**src/clock_gen_unit_pkg.sv**
```systemverilog
// Constants for the clock generator control registers
package clock_gen_unit_pkg;

	// ------------------------------------------------------------
	// Register indices; byte address is four times the index
	// ------------------------------------------------------------
	localparam logic [5:0] IDX_LOOP_CONTROL = 6'h36;
	localparam logic [5:0] IDX_LOOP_BANDWIDTH_CONTROL = 6'h37;
	localparam logic [5:0] IDX_FEEDBACK_FACTOR_LOW = 6'h38;
	localparam logic [5:0] IDX_FEEDBACK_FACTOR_HIGH = 6'h39;
	localparam logic [5:0] IDX_VCO_RANGE_LINEAR = 6'h3a;
	localparam logic [5:0] IDX_REFERENCE_DIVISOR_SELECT = 6'h3b;

	localparam logic [7:0] A_LOOP_CONTROL = {IDX_LOOP_CONTROL, 2'b00};
	localparam logic [7:0] A_BANDWIDTH = {IDX_LOOP_BANDWIDTH_CONTROL, 2'b00};
	localparam logic [7:0] A_FB_LOW = {IDX_FEEDBACK_FACTOR_LOW, 2'b00};
	localparam logic [7:0] A_FB_HIGH = {IDX_FEEDBACK_FACTOR_HIGH, 2'b00};
	localparam logic [7:0] A_VRS = {IDX_VCO_RANGE_LINEAR, 2'b00};
	localparam logic [7:0] A_RDS = {IDX_REFERENCE_DIVISOR_SELECT, 2'b00};

	// ------------------------------------------------------------
	// Field positions
	// ------------------------------------------------------------
	localparam int B_IE = 7;
	localparam int B_FLAG = 6;
	localparam int B_ON = 5;
	localparam int B_BCS = 4;
	localparam int B_PRE_HI = 3;
	localparam int B_PRE_LO = 2;
	localparam int B_VPR_HI = 1;
	localparam int B_VPR_LO = 0;
	localparam int B_AUTO = 7;
	localparam int B_LOCK = 6;
	localparam int B_ACQ = 5;

	// ------------------------------------------------------------
	// Reset values and special codes
	// ------------------------------------------------------------
	localparam logic RST_ON = 1'b1;
	localparam logic [7:0] RST_FB_LOW = 8'h40;
	localparam logic [3:0] RST_FB_HIGH = 4'h0;
	localparam logic [7:0] RST_VRS = 8'h40;
	localparam logic [3:0] RST_RDS = 4'h1;
	localparam logic [11:0] FB_ZERO = 12'h000;
	localparam logic [11:0] FB_ONE = 12'h001;
	localparam logic [7:0] VRS_ZERO = 8'h00;
	localparam logic [3:0] RDS_ZERO = 4'h0;
	localparam logic [3:0] RDS_ONE = 4'h1;
	localparam logic [1:0] SWITCH_EDGES = 2'h3;

	// Base clock selector states
	typedef enum logic [1:0] {
		ST_RUN = 2'b01,
		ST_SWITCH = 2'b10
	} sel_state_t;

endpackage

```
**src/pll_clock_control_registers.sv**
```systemverilog
// Clock generator control registers with APB slave and base clock selector
//
// Design decision made here: the APB register port.
`timescale 1ns/100ps
module pll_clock_control_registers
	import clock_gen_unit_pkg::*;
(
	input wire logic sys_clk,
	input wire logic sys_rst,
	input wire logic psel,
	input wire logic penable,
	input wire logic pwrite,
	input wire logic [7:0] paddr,
	input wire logic [31:0] pwdata,
	output logic [31:0] prdata,
	output logic pready,
	output logic pslverr,
	input wire logic crystal_clock,
	input wire logic vco_clock,
	input wire logic vco_locked,
	input wire logic vco_tracking,
	output logic loop_enable,
	output logic manual_bw,
	output logic capture_mode,
	output logic [1:0] scaler_exponent,
	output logic [1:0] vco_range_exponent,
	output logic [11:0] feedback_factor,
	output logic [7:0] vco_range_linear,
	output logic [3:0] reference_divisor,
	output logic base_clock_output,
	output logic loop_irq
);

	// ------------------------------------------------------------
	// Pin synchronisers
	// ------------------------------------------------------------
	logic x_s1, x_s2, x_s3;
	logic v_s1, v_s2, v_s3;
	logic lk_s1, lk_s2, lk_s3;
	logic trk_s1, trk_s2;

	// Third stages only feed edge detectors, never the first
	always_ff @(posedge sys_clk or posedge sys_rst)
	begin
		if (sys_rst)
		begin
			{x_s1, x_s2, x_s3} <= 3'h0;
			{v_s1, v_s2, v_s3} <= 3'h0;
			{lk_s1, lk_s2, lk_s3} <= 3'h0;
			{trk_s1, trk_s2} <= 2'h0;
		end
		else
		begin
			{x_s1, x_s2, x_s3} <= {crystal_clock, x_s1, x_s2};
			{v_s1, v_s2, v_s3} <= {vco_clock, v_s1, v_s2};
			{lk_s1, lk_s2, lk_s3} <= {vco_locked, lk_s1, lk_s2};
			{trk_s1, trk_s2} <= {vco_tracking, trk_s1};
		end
	end

	logic x_rise, v_rise, lock_toggle;
	assign x_rise = x_s2 & ~x_s3;
	assign v_rise = v_s2 & ~v_s3;

	// ------------------------------------------------------------
	// APB decode
	// ------------------------------------------------------------
	logic wr_en, rd_setup, rd_acc, hit;
	logic wr_lc, wr_bw, wr_fl, wr_fh, wr_vrs, wr_rds;

	// Zero wait states; unmapped addresses answer with an error
	assign pready = 1'b1;
	assign wr_en = psel & penable & pwrite;
	assign rd_setup = psel & ~penable & ~pwrite;
	assign rd_acc = psel & penable & ~pwrite;
	assign pslverr = psel & penable & ~hit;
	assign wr_lc = wr_en & (paddr == A_LOOP_CONTROL);
	assign wr_bw = wr_en & (paddr == A_BANDWIDTH);
	assign wr_fl = wr_en & (paddr == A_FB_LOW);
	assign wr_fh = wr_en & (paddr == A_FB_HIGH);
	assign wr_vrs = wr_en & (paddr == A_VRS);
	assign wr_rds = wr_en & (paddr == A_RDS);

	// ------------------------------------------------------------
	// Loop control register
	// ------------------------------------------------------------
	logic ie_q, flag_q, flag_d, on_q, bcs_q;
	logic [1:0] pre_q, vpr_q;
	logic auto_q, acq_man_q;
	logic [7:0] fb_lo_q, vrs_q;
	logic [3:0] fb_hi_q, rds_q;
	logic vrs_zero, flag_clear;

	assign vrs_zero = (vrs_q == VRS_ZERO);

	// Power and select interlock: power held on while selected, select set only if power was already on
	always_ff @(posedge sys_clk or posedge sys_rst)
	begin
		if (sys_rst)
		begin
			on_q <= RST_ON;
			bcs_q <= 1'b0;
		end
		else
		begin
			if (wr_lc)
			begin
				on_q <= bcs_q | pwdata[B_ON];
			end
			if (vrs_zero)
			begin
				bcs_q <= 1'b0;
			end
			else if (wr_lc)
			begin
				bcs_q <= on_q & pwdata[B_BCS];
			end
		end
	end

	// Exponents are frozen once the loop runs
	always_ff @(posedge sys_clk or posedge sys_rst)
	begin
		if (sys_rst)
		begin
			pre_q <= 2'h0;
			vpr_q <= 2'h0;
		end
		else if (wr_lc && !on_q)
		begin
			pre_q <= pwdata[B_PRE_HI:B_PRE_LO];
			vpr_q <= pwdata[B_VPR_HI:B_VPR_LO];
		end
	end

	// Enable is forced clear while manual bandwidth is chosen
	always_ff @(posedge sys_clk or posedge sys_rst)
	begin
		if (sys_rst)
		begin
			ie_q <= 1'b0;
		end
		else if (!auto_q)
		begin
			ie_q <= 1'b0;
		end
		else if (wr_lc)
		begin
			ie_q <= pwdata[B_IE];
		end
	end

	// Only a flag value actually returned on a read is cleared
	assign lock_toggle = auto_q & (lk_s2 ^ lk_s3);
	assign flag_clear = rd_acc & (paddr == A_LOOP_CONTROL) & prdata[B_FLAG];
	assign flag_d = lock_toggle | (flag_q & ~flag_clear);

	always_ff @(posedge sys_clk or posedge sys_rst)
	begin
		if (sys_rst)
		begin
			flag_q <= 1'b0;
		end
		else
		begin
			flag_q <= flag_d;
		end
	end

	// ------------------------------------------------------------
	// Bandwidth control register
	// ------------------------------------------------------------
	// Manual capture value survives automatic periods untouched
	always_ff @(posedge sys_clk or posedge sys_rst)
	begin
		if (sys_rst)
		begin
			auto_q <= 1'b0;
			acq_man_q <= 1'b0;
		end
		else if (wr_bw)
		begin
			auto_q <= pwdata[B_AUTO];
			if (!auto_q)
			begin
				acq_man_q <= pwdata[B_ACQ];
			end
		end
	end

	// ------------------------------------------------------------
	// Programming registers, write-protected while running
	// ------------------------------------------------------------
	always_ff @(posedge sys_clk or posedge sys_rst)
	begin
		if (sys_rst)
		begin
			fb_lo_q <= RST_FB_LOW;
			fb_hi_q <= RST_FB_HIGH;
			vrs_q <= RST_VRS;
			rds_q <= RST_RDS;
		end
		else if (!on_q)
		begin
			if (wr_fl)
			begin
				fb_lo_q <= pwdata[7:0];
			end
			if (wr_fh)
			begin
				fb_hi_q <= pwdata[3:0];
			end
			if (wr_vrs)
			begin
				vrs_q <= pwdata[7:0];
			end
			if (wr_rds)
			begin
				rds_q <= pwdata[3:0];
			end
		end
	end

	// ------------------------------------------------------------
	// Read mux
	// ------------------------------------------------------------
	logic [7:0] rdata;
	logic settled, capture_rd;

	assign settled = auto_q & lk_s2;
	assign capture_rd = auto_q ? trk_s2 : acq_man_q;

	always_comb
	begin
		rdata = 8'h00;
		hit = 1'b1;
		case (paddr)
			A_LOOP_CONTROL:
			begin
				rdata = {ie_q, flag_q & auto_q, on_q, bcs_q, pre_q, vpr_q};
			end
			A_BANDWIDTH:
			begin
				rdata[B_AUTO] = auto_q;
				rdata[B_LOCK] = settled;
				rdata[B_ACQ] = capture_rd;
			end
			A_FB_LOW: rdata = fb_lo_q;
			A_FB_HIGH: rdata = {4'h0, fb_hi_q};
			A_VRS: rdata = vrs_q;
			A_RDS: rdata = {4'h0, rds_q};
			default: hit = 1'b0;
		endcase
	end

	// Read data sampled in the setup cycle, held through access
	always_ff @(posedge sys_clk or posedge sys_rst)
	begin
		if (sys_rst)
		begin
			prdata <= 32'h0000_0000;
		end
		else if (rd_setup)
		begin
			prdata <= {24'h00_0000, rdata};
		end
	end

	// ------------------------------------------------------------
	// Outputs to the analog loop
	// ------------------------------------------------------------
	logic [11:0] fb_raw;
	assign fb_raw = {fb_hi_q, fb_lo_q};

	always_ff @(posedge sys_clk or posedge sys_rst)
	begin
		if (sys_rst)
		begin
			loop_enable <= 1'b0;
			manual_bw <= 1'b1;
			capture_mode <= 1'b0;
			scaler_exponent <= 2'h0;
			vco_range_exponent <= 2'h0;
			feedback_factor <= FB_ONE;
			vco_range_linear <= RST_VRS;
			reference_divisor <= RST_RDS;
			loop_irq <= 1'b0;
		end
		else
		begin
			loop_enable <= on_q & ~vrs_zero;
			manual_bw <= ~auto_q;
			capture_mode <= acq_man_q;
			scaler_exponent <= pre_q;
			vco_range_exponent <= vpr_q;
			feedback_factor <= (fb_raw == FB_ZERO) ? FB_ONE : fb_raw;
			vco_range_linear <= vrs_q;
			reference_divisor <= (rds_q == RDS_ZERO) ? RDS_ONE : rds_q;
			loop_irq <= flag_q & ie_q & auto_q;
		end
	end

	// ------------------------------------------------------------
	// Base clock selector
	// ------------------------------------------------------------
	sel_state_t state_q;
	logic active_q, base_q;
	logic [1:0] cnt_x_q, cnt_v_q;

	// If the VCO has stopped, a switch away from it never ends
	always_ff @(posedge sys_clk or posedge sys_rst)
	begin
		if (sys_rst)
		begin
			state_q <= ST_RUN;
			active_q <= 1'b0;
			cnt_x_q <= 2'h0;
			cnt_v_q <= 2'h0;
		end
		else
		begin
			case (state_q)
				ST_RUN:
				begin
					if (bcs_q != active_q)
					begin
						state_q <= ST_SWITCH;
						cnt_x_q <= 2'h0;
						cnt_v_q <= 2'h0;
					end
				end
				ST_SWITCH:
				begin
					if (x_rise && cnt_x_q != SWITCH_EDGES)
					begin
						cnt_x_q <= cnt_x_q + 2'h1;
					end
					if (v_rise && cnt_v_q != SWITCH_EDGES)
					begin
						cnt_v_q <= cnt_v_q + 2'h1;
					end
					if (cnt_x_q == SWITCH_EDGES && cnt_v_q == SWITCH_EDGES)
					begin
						active_q <= bcs_q;
						state_q <= ST_RUN;
					end
				end
				default: state_q <= ST_RUN;
			endcase
		end
	end

	// Toggling once per source edge halves the source rate
	always_ff @(posedge sys_clk or posedge sys_rst)
	begin
		if (sys_rst)
		begin
			base_q <= 1'b0;
		end
		else if (state_q == ST_RUN && (active_q ? v_rise : x_rise))
		begin
			base_q <= ~base_q;
		end
	end

	assign base_clock_output = base_q;
endmodule

```
**config.mk**
```make
export PLATFORM = sky130hd
export DESIGN_NAME = pll_clock_control_registers
export DESIGN_NICKNAME = d
export VERILOG_FILES = /design/src/clock_gen_unit_pkg.sv /design/src/pll_clock_control_registers.sv
export SDC_FILE = /design/constraint.sdc
export NUM_CORES = 1
export LEC_CHECK = 0
export BUFFER_PORTS_ARGS = -buffer_cell sky130_fd_sc_hd__buf_2
export CORE_MARGIN = 2
export CORE_UTILIZATION = 25
export DETAILED_ROUTE_END_ITERATION = 10
export GPL_ROUTABILITY_DRIVEN = 0
export SLEW_MARGIN = 20
export SYNTH_ARGS = -nofsm -noshare
export SYNTH_HDL_FRONTEND = slang
export SYNTH_SLANG_ARGS = --single-unit
export TNS_END_PERCENT = 5
```
**constraint.sdc**
```tcl
create_clock -name sys_clk -period 7.8 [get_ports sys_clk]
set_input_delay 1.17 -clock sys_clk [delete_from_list [all_inputs] [get_ports sys_clk]]
set_output_delay 1.17 -clock sys_clk [all_outputs]
set_load 0.01 [all_outputs]
```
=== Word level (Yosys, flattened, before mapping) ===
Index checks and enable logic that the tools add are counted.

* Input port bits: 49
* Register bits after elaboration: 93

* Reductions and logical operators: 21
* Muxes and demuxes: 19
* Bitwise gates (word level): 37
* Equal/unequal tests: 18
* Add/subtract/negate cells: 2

{| class="wikitable"
|+ Operators by type and width
! operator !! number
|-
| $eq A8 B8 Y1 const B || 6
|-
| $pmux W5 S5 || 1
|-
| $and A1 B1 Y1 || 24
|-
| $ne A2 B2 Y1 const B || 7
|-
| $reduce_and A2 Y1 || 7
|-
| $logic_not A12 Y1 || 1
|-
| $mux W12 || 1
|-
| $pmux W2 S2 || 3
|-
| $pmux W3 S4 || 1
|-
| $mux W2 || 5
|-
| $not A1 Y1 || 10
|-
| $logic_not A8 Y1 || 1
|-
| $mux W1 || 7
|-
| $eq A2 B2 Y1 const B || 3
|-
| $reduce_and A3 Y1 || 2
|-
| $reduce_or A6 Y1 || 1
|-
| $logic_and A1 B1 Y1 || 5
|-
| $add A2 B1 Y2 const B || 2
|-
| $logic_not A4 Y1 || 1
|-
| $mux W4 || 1
|-
| $reduce_bool A2 Y1 || 2
|-
| $eq A2 B1 Y1 const B || 1
|-
| $or A1 B1 Y1 || 2
|-
| $logic_not A1 Y1 || 1
|-
| 2 further kinds || 2
|}

=== Longest topological paths before layout ===
Gate-level depths: netlist of the first run.

* Word-level depth: 7
* Gate-level depth with buffers: 6

=== Worst setup path before layout of the first run ===
Ideal clock, no wire load.

* Path type: input -> output
* From: input port paddr[3]
* To: output port pslverr
* Setup slack: 4703 ps
* Path buffers: 2
* Arrival time: 1927 ps
* Stages on the path: 4
* Cells stage by stage: buf_2 > buf_2 > and3_1 > nor3_1

* Cells in the longest elaborated chain, start to end: 5
* Elaborated cells between the ends (all ways): 10

{| class="wikitable"
|+ Ends and longest elaborated chain
! what !! RTL line !! source
|-
| from (decl) || pll_clock_control_registers.sv:13 || <nowiki>input wire logic [7:0] paddr,</nowiki>
|-
| $eq A8 B8 Y1 || pll_clock_control_registers.sv:237 || <nowiki>case (paddr)</nowiki>
|-
| $reduce_or A6 Y1 (no line) * || - ||
|-
| $mux W1 * || pll_clock_control_registers.sv:237 ||
|-
| $not A1 Y1 * || pll_clock_control_registers.sv:76 || <nowiki>assign pslverr = psel & penable & ~hit;</nowiki>
|-
| $and A1 B1 Y1 * || pll_clock_control_registers.sv:76 ||
|-
| to (decl) || pll_clock_control_registers.sv:17 || <nowiki>output logic pslverr,</nowiki>
|}

Every way passes the cells marked *; elsewhere a longest branch is shown, timed or not.

=== Worst setup path after layout of the first run ===
* From: input port paddr[4]
* To: output port pslverr

Same word-level chain as after synthesis.

==> flow_summary.yaml, run 1 <==
cells_and_area:
  seqCellArea_um2: 2340
  antenna-diode-count: 0
  final_layout_size_suffix_gt1_share_pct: 39.1
  stdcell_area_um2: 4660
  areaGrowthSynthToFinish_pct: 18.3
  multiInputGateArea_um2: 1370
  num-fill-cells: 1578
  nets: 412
global_routing:
  grt_pass1_vias: 2514
  grtUsageTotal_pct: 11.1
  grt_antenna_before_repair: 0
  grt.overflow.total: 0
  grt_pass1_wl_um: 13900
  grt_max_degree: 49
sta:
  finalHoldViolations: 0
  finalMaxSlewViolations: 0
  skew_ns: 0.00769
  fin_setup_tns_ns: 0
  period_needed_ns: 3.61
  max-slew-margin-rel_pct: 48.4
  fmax_mhz: 277
  setup_violations: 0
  timing.final.crit_share_pct: 46.3
  tightest_slew_ns: 0.773
  rsz0062_at_grt: "false"
power_and_ir_drop:
  power_leakage_nw: 2.24
  ir_drop_mv: 0.103
  powerDensity_nw_per_um2: 223
critical_path:
  start_kind: "input pin"
  cp_slowest_cell: "nor2b_1"
  end_kind: "primary output"
  criticalPathCategory: "in2out"
  cp_max_fo: 10
  cp.arrival_ns: 2.44
  crit_family: "simple AND/OR/NAND/NOR gates"
  critPathMaxStageDelay_ns: 0.63
  crit_required_ns: 6.63
  cpMostUsedCell: "buf_2"
  cp.buffers_inverters: 2
  path_cells: "buf_2 -> nor2b_1 -> and3_1 -> nor3_1 -> buf_2"
floorplanning:
  boundaryPins: 116
  die-area_um2: 16800
  core_area_um2: 15300
  die_y_um: 130
  start_util_pct: 25.7
  die_w_um: 130
  rows: 45
job:
  maxCapViolCount: 0
synthesis:
  yosysSeqAreaShare_pct: 59.4
  synth_edf_count: 0
  async_flop_share_pct: 100
  yosysWarnings: 0
  netlist_instances: 307
  ys_ff_latch: 93
  syn_avg_cell_area_um2: 12.8
  synth.distinct_cells: 53
  syn_area_um2: 3940
  synth_ff_type: "dfrtp_1"
detailed_routing:
  first_iter_violations: 113
  avgViaCountPerCell: 4.28
  via_count: 2472
  first_pass_iters: 4
  top_layer: "met4"
  route.detailed.drc: 0
  antenna_left: 0
  wl_met2_um: 4200
  routed_wl_um: 8870
  post_drt_wl_per_cell_um: 15.4
  route.layer.met1.wl_um: 3990
  wl_met3_um: 546
hold_path:
  hold_class: "reg2reg"
cts:
  path_clk_slew_ns: 0.06
  cts_setup_buffers: 0
  postCtsHoldBufs: 0
  clock_sinks: 93
  cts_resized: 0
  htreeDepth: 3
  clock_latency_ns: 0.34
  cts_made_buffers: 9
  cts_tree: "yes"
  clockBufferDepth: 2
  clock-root-buffer: "clkbuf_16"
placement:
  hpwlAfterDp_um: 6410
  dpl_cell_area_um2: 4340
  portBuffers: 66
run_status:
  run_status: "completed"
[logic make-up (layout without fill, tap and decap cells)]
family          after synthesis  count (layout)  synth area share [%]
flops                        93              93                  59.4
simple gates                 72              72                  12.5
buf+inv                      55              91                  8.10
compound gates               40              40                  7.24
mux                          40              40                  11.3
xor+xnor                      3               3                 0.667
fa+ha+maj                     2               2                 0.635
other cells                   2              25                 0.191
[worst reg2reg max path: cells and delay by family, from the launching register on]
family           cells  cell delay (ns)
AND/OR/NAND/NOR      2             0.73
flip-flops           1             0.40
multiplexers         1             0.40
[final timing paths]
kind | startpoint | end | slack, ns | cells after the start
worst min register to register | v_s1$_DFF_PP0_ | v_s2$_DFF_PP0_ | 0.35 | 0
max in group asynchronous | sys_rst | cnt_x_q[0]$_DFFE_PP0P_ | 5.79 | 3
worst max register to register | on_q$_DFFE_PP1P_ | vrs_q[7]$_DFFE_PP0P_ | 6.14 | 3
worst max-delay path | paddr[4] | pslverr | 4.19 | 5
worst min-delay path | v_s1$_DFF_PP0_ | v_s2$_DFF_PP0_ | 0.35 | 0
min in group asynchronous | sys_rst | feedback_factor[3]$_DFF_PP0_ | 0.93 | 2
[cell usage in the layout, fill, tap and decap left out, types with 3 or more instances in the layout]
cell type	instances
nor4_1	5
nor3_1	5
o21ai_0	3
nand3b_1	3
buf_2	66
a21oi_1	7
nor2_1	8
conb_1	25
dfrtp_1	84
dfstp_2	9
nand2b_1	5
o21ai_1	3
nand3_1	8
clkbuf_16	9
nand2_1	11
a22oi_1	4
a32oi_1	3
mux2i_1	4
mux2_2	36
nor2_4	3
inv_6	3
nor2b_1	4
inv_1	6
a22o_1	9
[report_power, final]
part           internal, W  switching [W]
logic            0.0000265      0.0000463
clock network     0.000269       0.000188
registers         0.000500      0.0000112
[synthesized netlist by cell type (2+ instances only)]
cell / instances / area (um2)
nor2b_1: 4 / 25.0
conb_1: 2 / 7.51
clkbuf_1: 15 / 56.3
mux2i_1: 4 / 40.0
or4bb_1: 2 / 22.5
o32ai_1: 2 / 17.5
and2_1: 2 / 12.5
nor2_1: 8 / 30.0
nor2_4: 3 / 33.8
a22o_1: 9 / 78.8
nand3_1: 8 / 40.0
o21ai_0: 3 / 15.0
nand3b_1: 3 / 22.5
and3_1: 2 / 12.5
nor3b_1: 2 / 15.0
xor2_1: 2 / 17.5
dfrtp_1: 84 / 2100
inv_1: 7 / 26.3
nor4_1: 5 / 31.3
a21oi_1: 7 / 35.0
nand2b_1: 5 / 31.3
ha_1: 2 / 25.0
nand2_1: 11 / 41.3
buf_4: 26 / 195
a32oi_1: 3 / 26.3
buf_2: 6 / 30.0
dfstp_2: 9 / 236
o22ai_1: 2 / 12.5
mux2_2: 36 / 405
o21ai_1: 3 / 15.0
nor3_1: 5 / 25.0
a22oi_1: 4 / 30.0
[per-stage QoR]
stage / util, % / total power, W / hold WS [ns] / std cells / worst slack, ns
2_1_floorplan: - / 0.000571 / 0.331 / 330 / 4.22
3_3_place_gp: 28.4 / 0.000593 / 0.334 / 561 / 4.21
3_5_place_dp: 28.4 / 0.000595 / 0.336 / 561 / 4.19
4_1_cts: 30.4 / 0.00106 / 0.350 / 577 / 4.19
5_1_grt: 30.4 / 0.00109 / 0.357 / 577 / 4.13
6_report: 30.4 / 0.00104 / 0.350 / 577 / 4.19
[final cells by class]
cell class / instances / area share, %
repair buffers: 68 / 7.41
well taps: 211 / 5.66
flip-flops and latches: 93 / 50.2
multi-input cells: 182 / 29.4
inverters: 7 / 0.591
clock inverters: 5 / 1.37
clock buffers: 11 / 5.42
[state kept, by name, indices dropped and copies added (netlist names), 4 cells and up]
register and count:
fb_hi_q 4, fb_lo_q 8, feedback_factor 12, prdata 8
rds_q 4, reference_divisor 4, vco_range_linear 8, vrs_q 8
[routing by layer]
layer	up-vias	global-route usage, %
li1	1145	-
met1	1244	14.3
met4	0	3.67
met3	9	4.13
met2	74	17.4
met5	-	0
Note: power is estimated with default switching activity, not from simulation.
==> run 2, diff against run 1 <==
--- a/config.mk
+++ b/config.mk
@@ -5,6 +5,7 @@
 export SDC_FILE = /design/constraint.sdc
 export NUM_CORES = 1
 export LEC_CHECK = 0
+export ABC_AREA = 1
 export BUFFER_PORTS_ARGS = -buffer_cell sky130_fd_sc_hd__buf_2
 export CORE_MARGIN = 2
 export CORE_UTILIZATION = 25
==> constraint.sdc (replaced) <==
create_clock -name sys_clk -period 3.64 [get_ports sys_clk]
set_input_delay 0.546 -clock sys_clk [delete_from_list [all_inputs] [get_ports sys_clk]]
set_output_delay 0.546 -clock sys_clk [all_outputs]
set_load 0.01 [all_outputs]
==> flow_summary.yaml, run 2 <==
synthesis:
  syn_avg_cell_area_um2: 9.90
  synth.area.top_cells: "dfrtp_1, nand2_1, dfstp_2"
  synth.distinct_cells: 36
  syn_area_um2: 3970
  synth_edf_count: 0
  netlist_instances: 401
  synth.top_cell.area_share_pct: 53.0
  yosysMostFrequentCell: "dfrtp_1"
  synth_area_leader_cell: "dfrtp_1"
  yosysWarnings: 0
  yosysSeqAreaShare_pct: 58.9
  async_flop_share_pct: 100
  ys_ff_latch: 93
  synthTopCellsByCount: "dfrtp_1, nand2_1, nand3_1, inv_1, buf_4"
  synth_ff_type: "dfrtp_1"
hold_path:
  hold_class: "in2async"
detailed_routing:
  route.detailed.drc: 0
  via_count: 2751
  avgViaCountPerCell: 4.05
  post_drt_wl_per_cell_um: 13.2
  antenna_left: 0
  first_pass_iters: 4
  first_iter_violations: 219
  routed_wl_um: 8970
cells_and_area:
  final_core_util_pct: 29.7
  final_layout_size_suffix_gt1_share_pct: 27.2
  num-fill-cells: 1652
  areaGrowthSynthToFinish_pct: 17.6
  largest_reg_flops: 12
  final_cell_mix: "dfrtp_1, nand2_1, buf_2, nand3_1, inv_1"
  top_register: "feedback_factor"
  nets: 510
  antenna-diode-count: 0
  final_common_cell: "dfrtp_1"
sta:
  skew_ns: 0.00688
  fin_ws_ns: 1.25
  period_needed_ns: 2.39
  max-slew-margin-rel_pct: 48.8
  finalMaxSlewViolations: 0
  fin_setup_tns_ns: 0
  tightest_slew_ns: 0.762
  rsz0062_at_grt: "false"
  fmax_mhz: 418
  finalHoldViolations: 0
  timing.final.crit_share_pct: 65.7
  setup_violations: 0
cts:
  clockBufferDepth: 2
  clock-root-buffer: "clkbuf_16"
  clock_sinks: 93
  path_clk_slew_ns: 0.06
  cts_setup_buffers: 0
  cts_tree: "yes"
  postCtsHoldBufs: 0
  cts_made_buffers: 9
  clock_latency_ns: 0.34
  htreeDepth: 3
  cts_resized: 0
floorplanning:
  die_w_um: 130
  start_util_pct: 25.3
  core_area_um2: 15700
  rows: 46
  die-area_um2: 16900
  boundaryPins: 116
  die_y_um: 130
critical_path:
  timing.rr.start: "auto_q$_DFFE_PP0N_"
  path_cells: "buf_2 -> inv_1 -> nand2_2 -> nor3_1 -> nor3_1 -> buf_2"
  critPathMaxStageDelay_ns: 0.61
  criticalPathCategory: "in2out"
  cp.arrival_ns: 1.85
  startpoint: "paddr[0]"
  start_kind: "input pin"
  end_kind: "primary output"
  r2r_setup_slack_ns: 2.27
  cp_slowest_cell: "nor3_1"
  cp_max_fo: 5
  crit_required_ns: 3.09
placement:
  pre_cts_ws_ns: 1.33
  hpwlAfterDp_um: 6600
  portBuffers: 66
global_routing:
  grt_antenna_before_repair: 0
  grt.overflow.total: 0
  grtUsageTotal_pct: 11.3
  grt_pass1_vias: 2811
  grt_max_degree: 94
  grt_pass1_wl_um: 14500
power_and_ir_drop:
  ir_drop_mv: 0.232
  powerDensity_nw_per_um2: 437
  power_leakage_nw: 2.40
job:
  maxCapViolCount: 0
run_status:
  run_status: "completed"
## run 2: changes by cell type in the layout (fill, tap and decap cells not counted), sizes merged, moves of 5 or more
cell    delta
a22o       -9
inv       +30
mux2      -36
nand2     +65
nand2b     -6
nand3     +34
nor2      +15
o21ai     +38
or2        +5
## run 2: critical path: cells and delay by family
family | cells | cell delay, ns
buf+inv | 3 | 0.37
simple gates | 3 | 0.92
## run 2: metrics by stage
stage / hold WS (ns) / power (W) / cells / cell area [um2]
after floorplan: 0.331 / 0.00118 / 424 / 4060
after global placement: 0.335 / 0.00122 / 664 / 4400
after detailed placement: 0.340 / 0.00122 / 664 / 4400
after CTS: 0.296 / 0.00207 / 680 / 4670
after global routing: 0.294 / 0.00213 / 680 / 4670
final: 0.301 / 0.00204 / 680 / 4670
## run 2: logic make-up after synthesis
kind of cell | count (synthesis) | share of synthesized area, %
simple gates | 163 | 20.7
flops | 93 | 58.9
buf+inv | 86 | 11.3
compound gates | 52 | 7.63
xor+xnor | 3 | 0.662
fa+ha+maj | 2 | 0.630
other cells | 2 | 0.189
## run 2: worst paths after layout
check | to | cells past startpoint
min in group sys_clk | lk_s1$_DFF_PP0_ | 1
setup reg to reg | prdata[5]$_DFFE_PP0P_ | 5
max in group asynchronous | reference_divisor[0]$_DFF_PP1_ | 3
hold / removal | v_s2$_DFF_PP0_ | 3
hold reg to reg | x_s2$_DFF_PP0_ | 0
setup / recovery | pslverr | 6
## run 2: layer usage
| layer | routed length [um] | share of wire, % | GRT usage (%) |
|---|---|---|---|
| met5 | 0 | 0 | 0 |
| met4 | 129 | 1.4 | 4.05 |
| met3 | 550 | 6.1 | 3.44 |
| met2 | 4420 | 49 | 18.6 |
| met1 | 3870 | 43 | 14.2 |
## run 2: layout make-up
| cell class | count | area [um2] | area share [%] |
|---|---|---|---|
| sequential | 93 | 2340 | 50.1 |
| multi-input combinational | 245 | 1270 | 27.2 |
| timing repair buffer | 69 | 365 | 7.83 |
| tap | 216 | 270 | 5.79 |
| clock buffer | 14 | 254 | 5.44 |
| inverter | 41 | 160 | 3.43 |
| clock inverter | 2 | 10.0 | 0.214 |
## run 2: where the power goes
group | switching [W] | internal (W)
combinational | 0.0000893 | 0.0000414
sequential | 0.0000111 | 0.00106
clock | 0.000363 | 0.000480
==> run 3, diff against run 2 <==
==> constraint.sdc (replaced) <==
create_clock -name sys_clk -period 2 [get_ports sys_clk]
set_input_delay 0.3 -clock sys_clk [delete_from_list [all_inputs] [get_ports sys_clk]]
set_output_delay 0.3 -clock sys_clk [all_outputs]
set_load 0.01 [all_outputs]
==> flow_summary.yaml, run 3 (synthesized netlist as in run 2, its figures left out) <==
cells_and_area:
  final_cell_mix: "dfrtp_1, nand2_1, buf_2, nand3_1, inv_1"
  top_register: "feedback_factor"
  nets: 517
  largest_reg_flops: 12
  final_common_cell: "dfrtp_1"
  num-fill-cells: 1656
  antenna-diode-count: 0
  fin_cells: 687
  areaGrowthSynthToFinish_pct: 19.6
  final_layout_size_suffix_gt1_share_pct: 28.9
cts:
  cts_resized: 0
  clock-root-buffer: "clkbuf_16"
  cts_setup_buffers: 0
  clock_latency_ns: 0.34
  cts_made_buffers: 9
  clock_sinks: 93
  cts_tree: "yes"
  postCtsHoldBufs: 0
  htreeDepth: 3
  path_clk_slew_ns: 0.06
  clockBufferDepth: 2
sta:
  skew_ns: 0.00644
  setup_violations: 0
  tightest_slew_ns: 0.580
  fin_setup_tns_ns: 0
  fmax_mhz: 615
  finalHoldViolations: 0
  rsz0062_at_grt: "false"
  period_needed_ns: 1.63
  timing.final.crit_share_pct: 81.3
  finalMaxSlewViolations: 0
  max-slew-margin-rel_pct: 61.2
power_and_ir_drop:
  powerDensity_nw_per_um2: 800
  ir_drop_mv: 0.394
  power_leakage_nw: 2.45
detailed_routing:
  avgViaCountPerCell: 4.11
  routed_wl_um: 9120
  first_iter_violations: 260
  antenna_left: 0
  via_count: 2825
  route.detailed.drc: 0
  post_drt_wl_per_cell_um: 13.3
  first_pass_iters: 4
global_routing:
  grt_max_degree: 55
  grt_antenna_before_repair: 0
  grt_pass1_vias: 2745
  grt.overflow.total: 0
  grtUsageTotal_pct: 11.4
  grt_pass1_wl_um: 14400
run_status:
  run_status: "completed"
floorplanning:
  die_y_um: 130
  die_w_um: 130
  core_area_um2: 15700
  rows: 46
  boundaryPins: 116
  start_util_pct: 25.3
  die-area_um2: 16900
placement:
  hpwlAfterDp_um: 6930
  portBuffers: 66
  dp_cells: 671
job:
  maxCapViolCount: 0
critical_path:
  cp_max_fo: 5
  start_kind: "input pin"
  end_kind: "primary output"
  criticalPathCategory: "in2out"
  cp.arrival_ns: 1.33
  crit_required_ns: 1.70
hold_path:
  hold_class: "in2async"
[run 3: changes by cell type in the layout (fill, tap and decap cells not counted), sizes merged]
cell,change
buf,+7
clkinvlp,+1
clkbuf,-1
[run 3: final timing paths]
path | start | end | slack, ns | depth (start not counted)
setup / recovery | paddr[6] | pslverr | 0.37 | 7
hold / removal | sys_rst | fb_lo_q[3]$_DFFE_PP0P_ | 0.02 | 2
setup reg to reg | auto_q$_DFFE_PP0N_ | prdata[5]$_DFFE_PP0P_ | 0.60 | 5
hold reg to reg | x_s1$_DFF_PP0_ | x_s2$_DFF_PP0_ | 0.35 | 0
max in group asynchronous | sys_rst | vco_range_linear[6]$_DFF_PP1_ | 1.29 | 3
min in group sys_clk | vco_clock | v_s1$_DFF_PP0_ | 0.06 | 1
[run 3: cell type report]
type,instances,area (um2),area share (%)
Clock buffer,13,270,5.69
Tap cell,216,270,5.69
Inverter,41,163,3.43
Clock inverter,3,18.8,0.395
Sequential cell,93,2340,49.3
Timing Repair Buffer,76,418,8.80
Multi-Input combinational cell,245,1270,26.7
[run 3: per-stage QoR]
step           hold slack (ns)  utilization, %  total power (W)  cell area (um2)  worst slack [ns]
4_1_cts                 0.0304            30.2          0.00385             4750             0.368
6_report                0.0181            30.2          0.00380             4750             0.374
3_5_place_dp             0.339            28.4          0.00222             4460             0.370
3_3_place_gp             0.335            28.4          0.00222             4460             0.368
2_1_floorplan            0.331               -          0.00215             4060             0.616
5_1_grt                 0.0525            30.2          0.00396             4750             0.302
[run 3: critical path, stage by stage]
cell and delay (ns):
buf_2 0.10, nand2_2 0.13, nor2_4 0.09, nand2_1 0.17
nand2_2 0.08, nor3_1 0.25, buf_2 0.20
[run 3: power by group]
part	switching, W	leakage (nW)	internal, W
registers	0.0000203	1.22	0.00192
clock network	0.000673	0.146	0.000942
logic	0.000163	1.08	0.0000802
[run 3: per-layer routing]
metal	global-route usage [%]	vias up	part of all wire, %
met5	0	-	0
met4	4.93	0	2.8
met3	3.77	19	5.8
met2	17.8	78	48
met1	14.5	1368	44
li1	-	1360	-
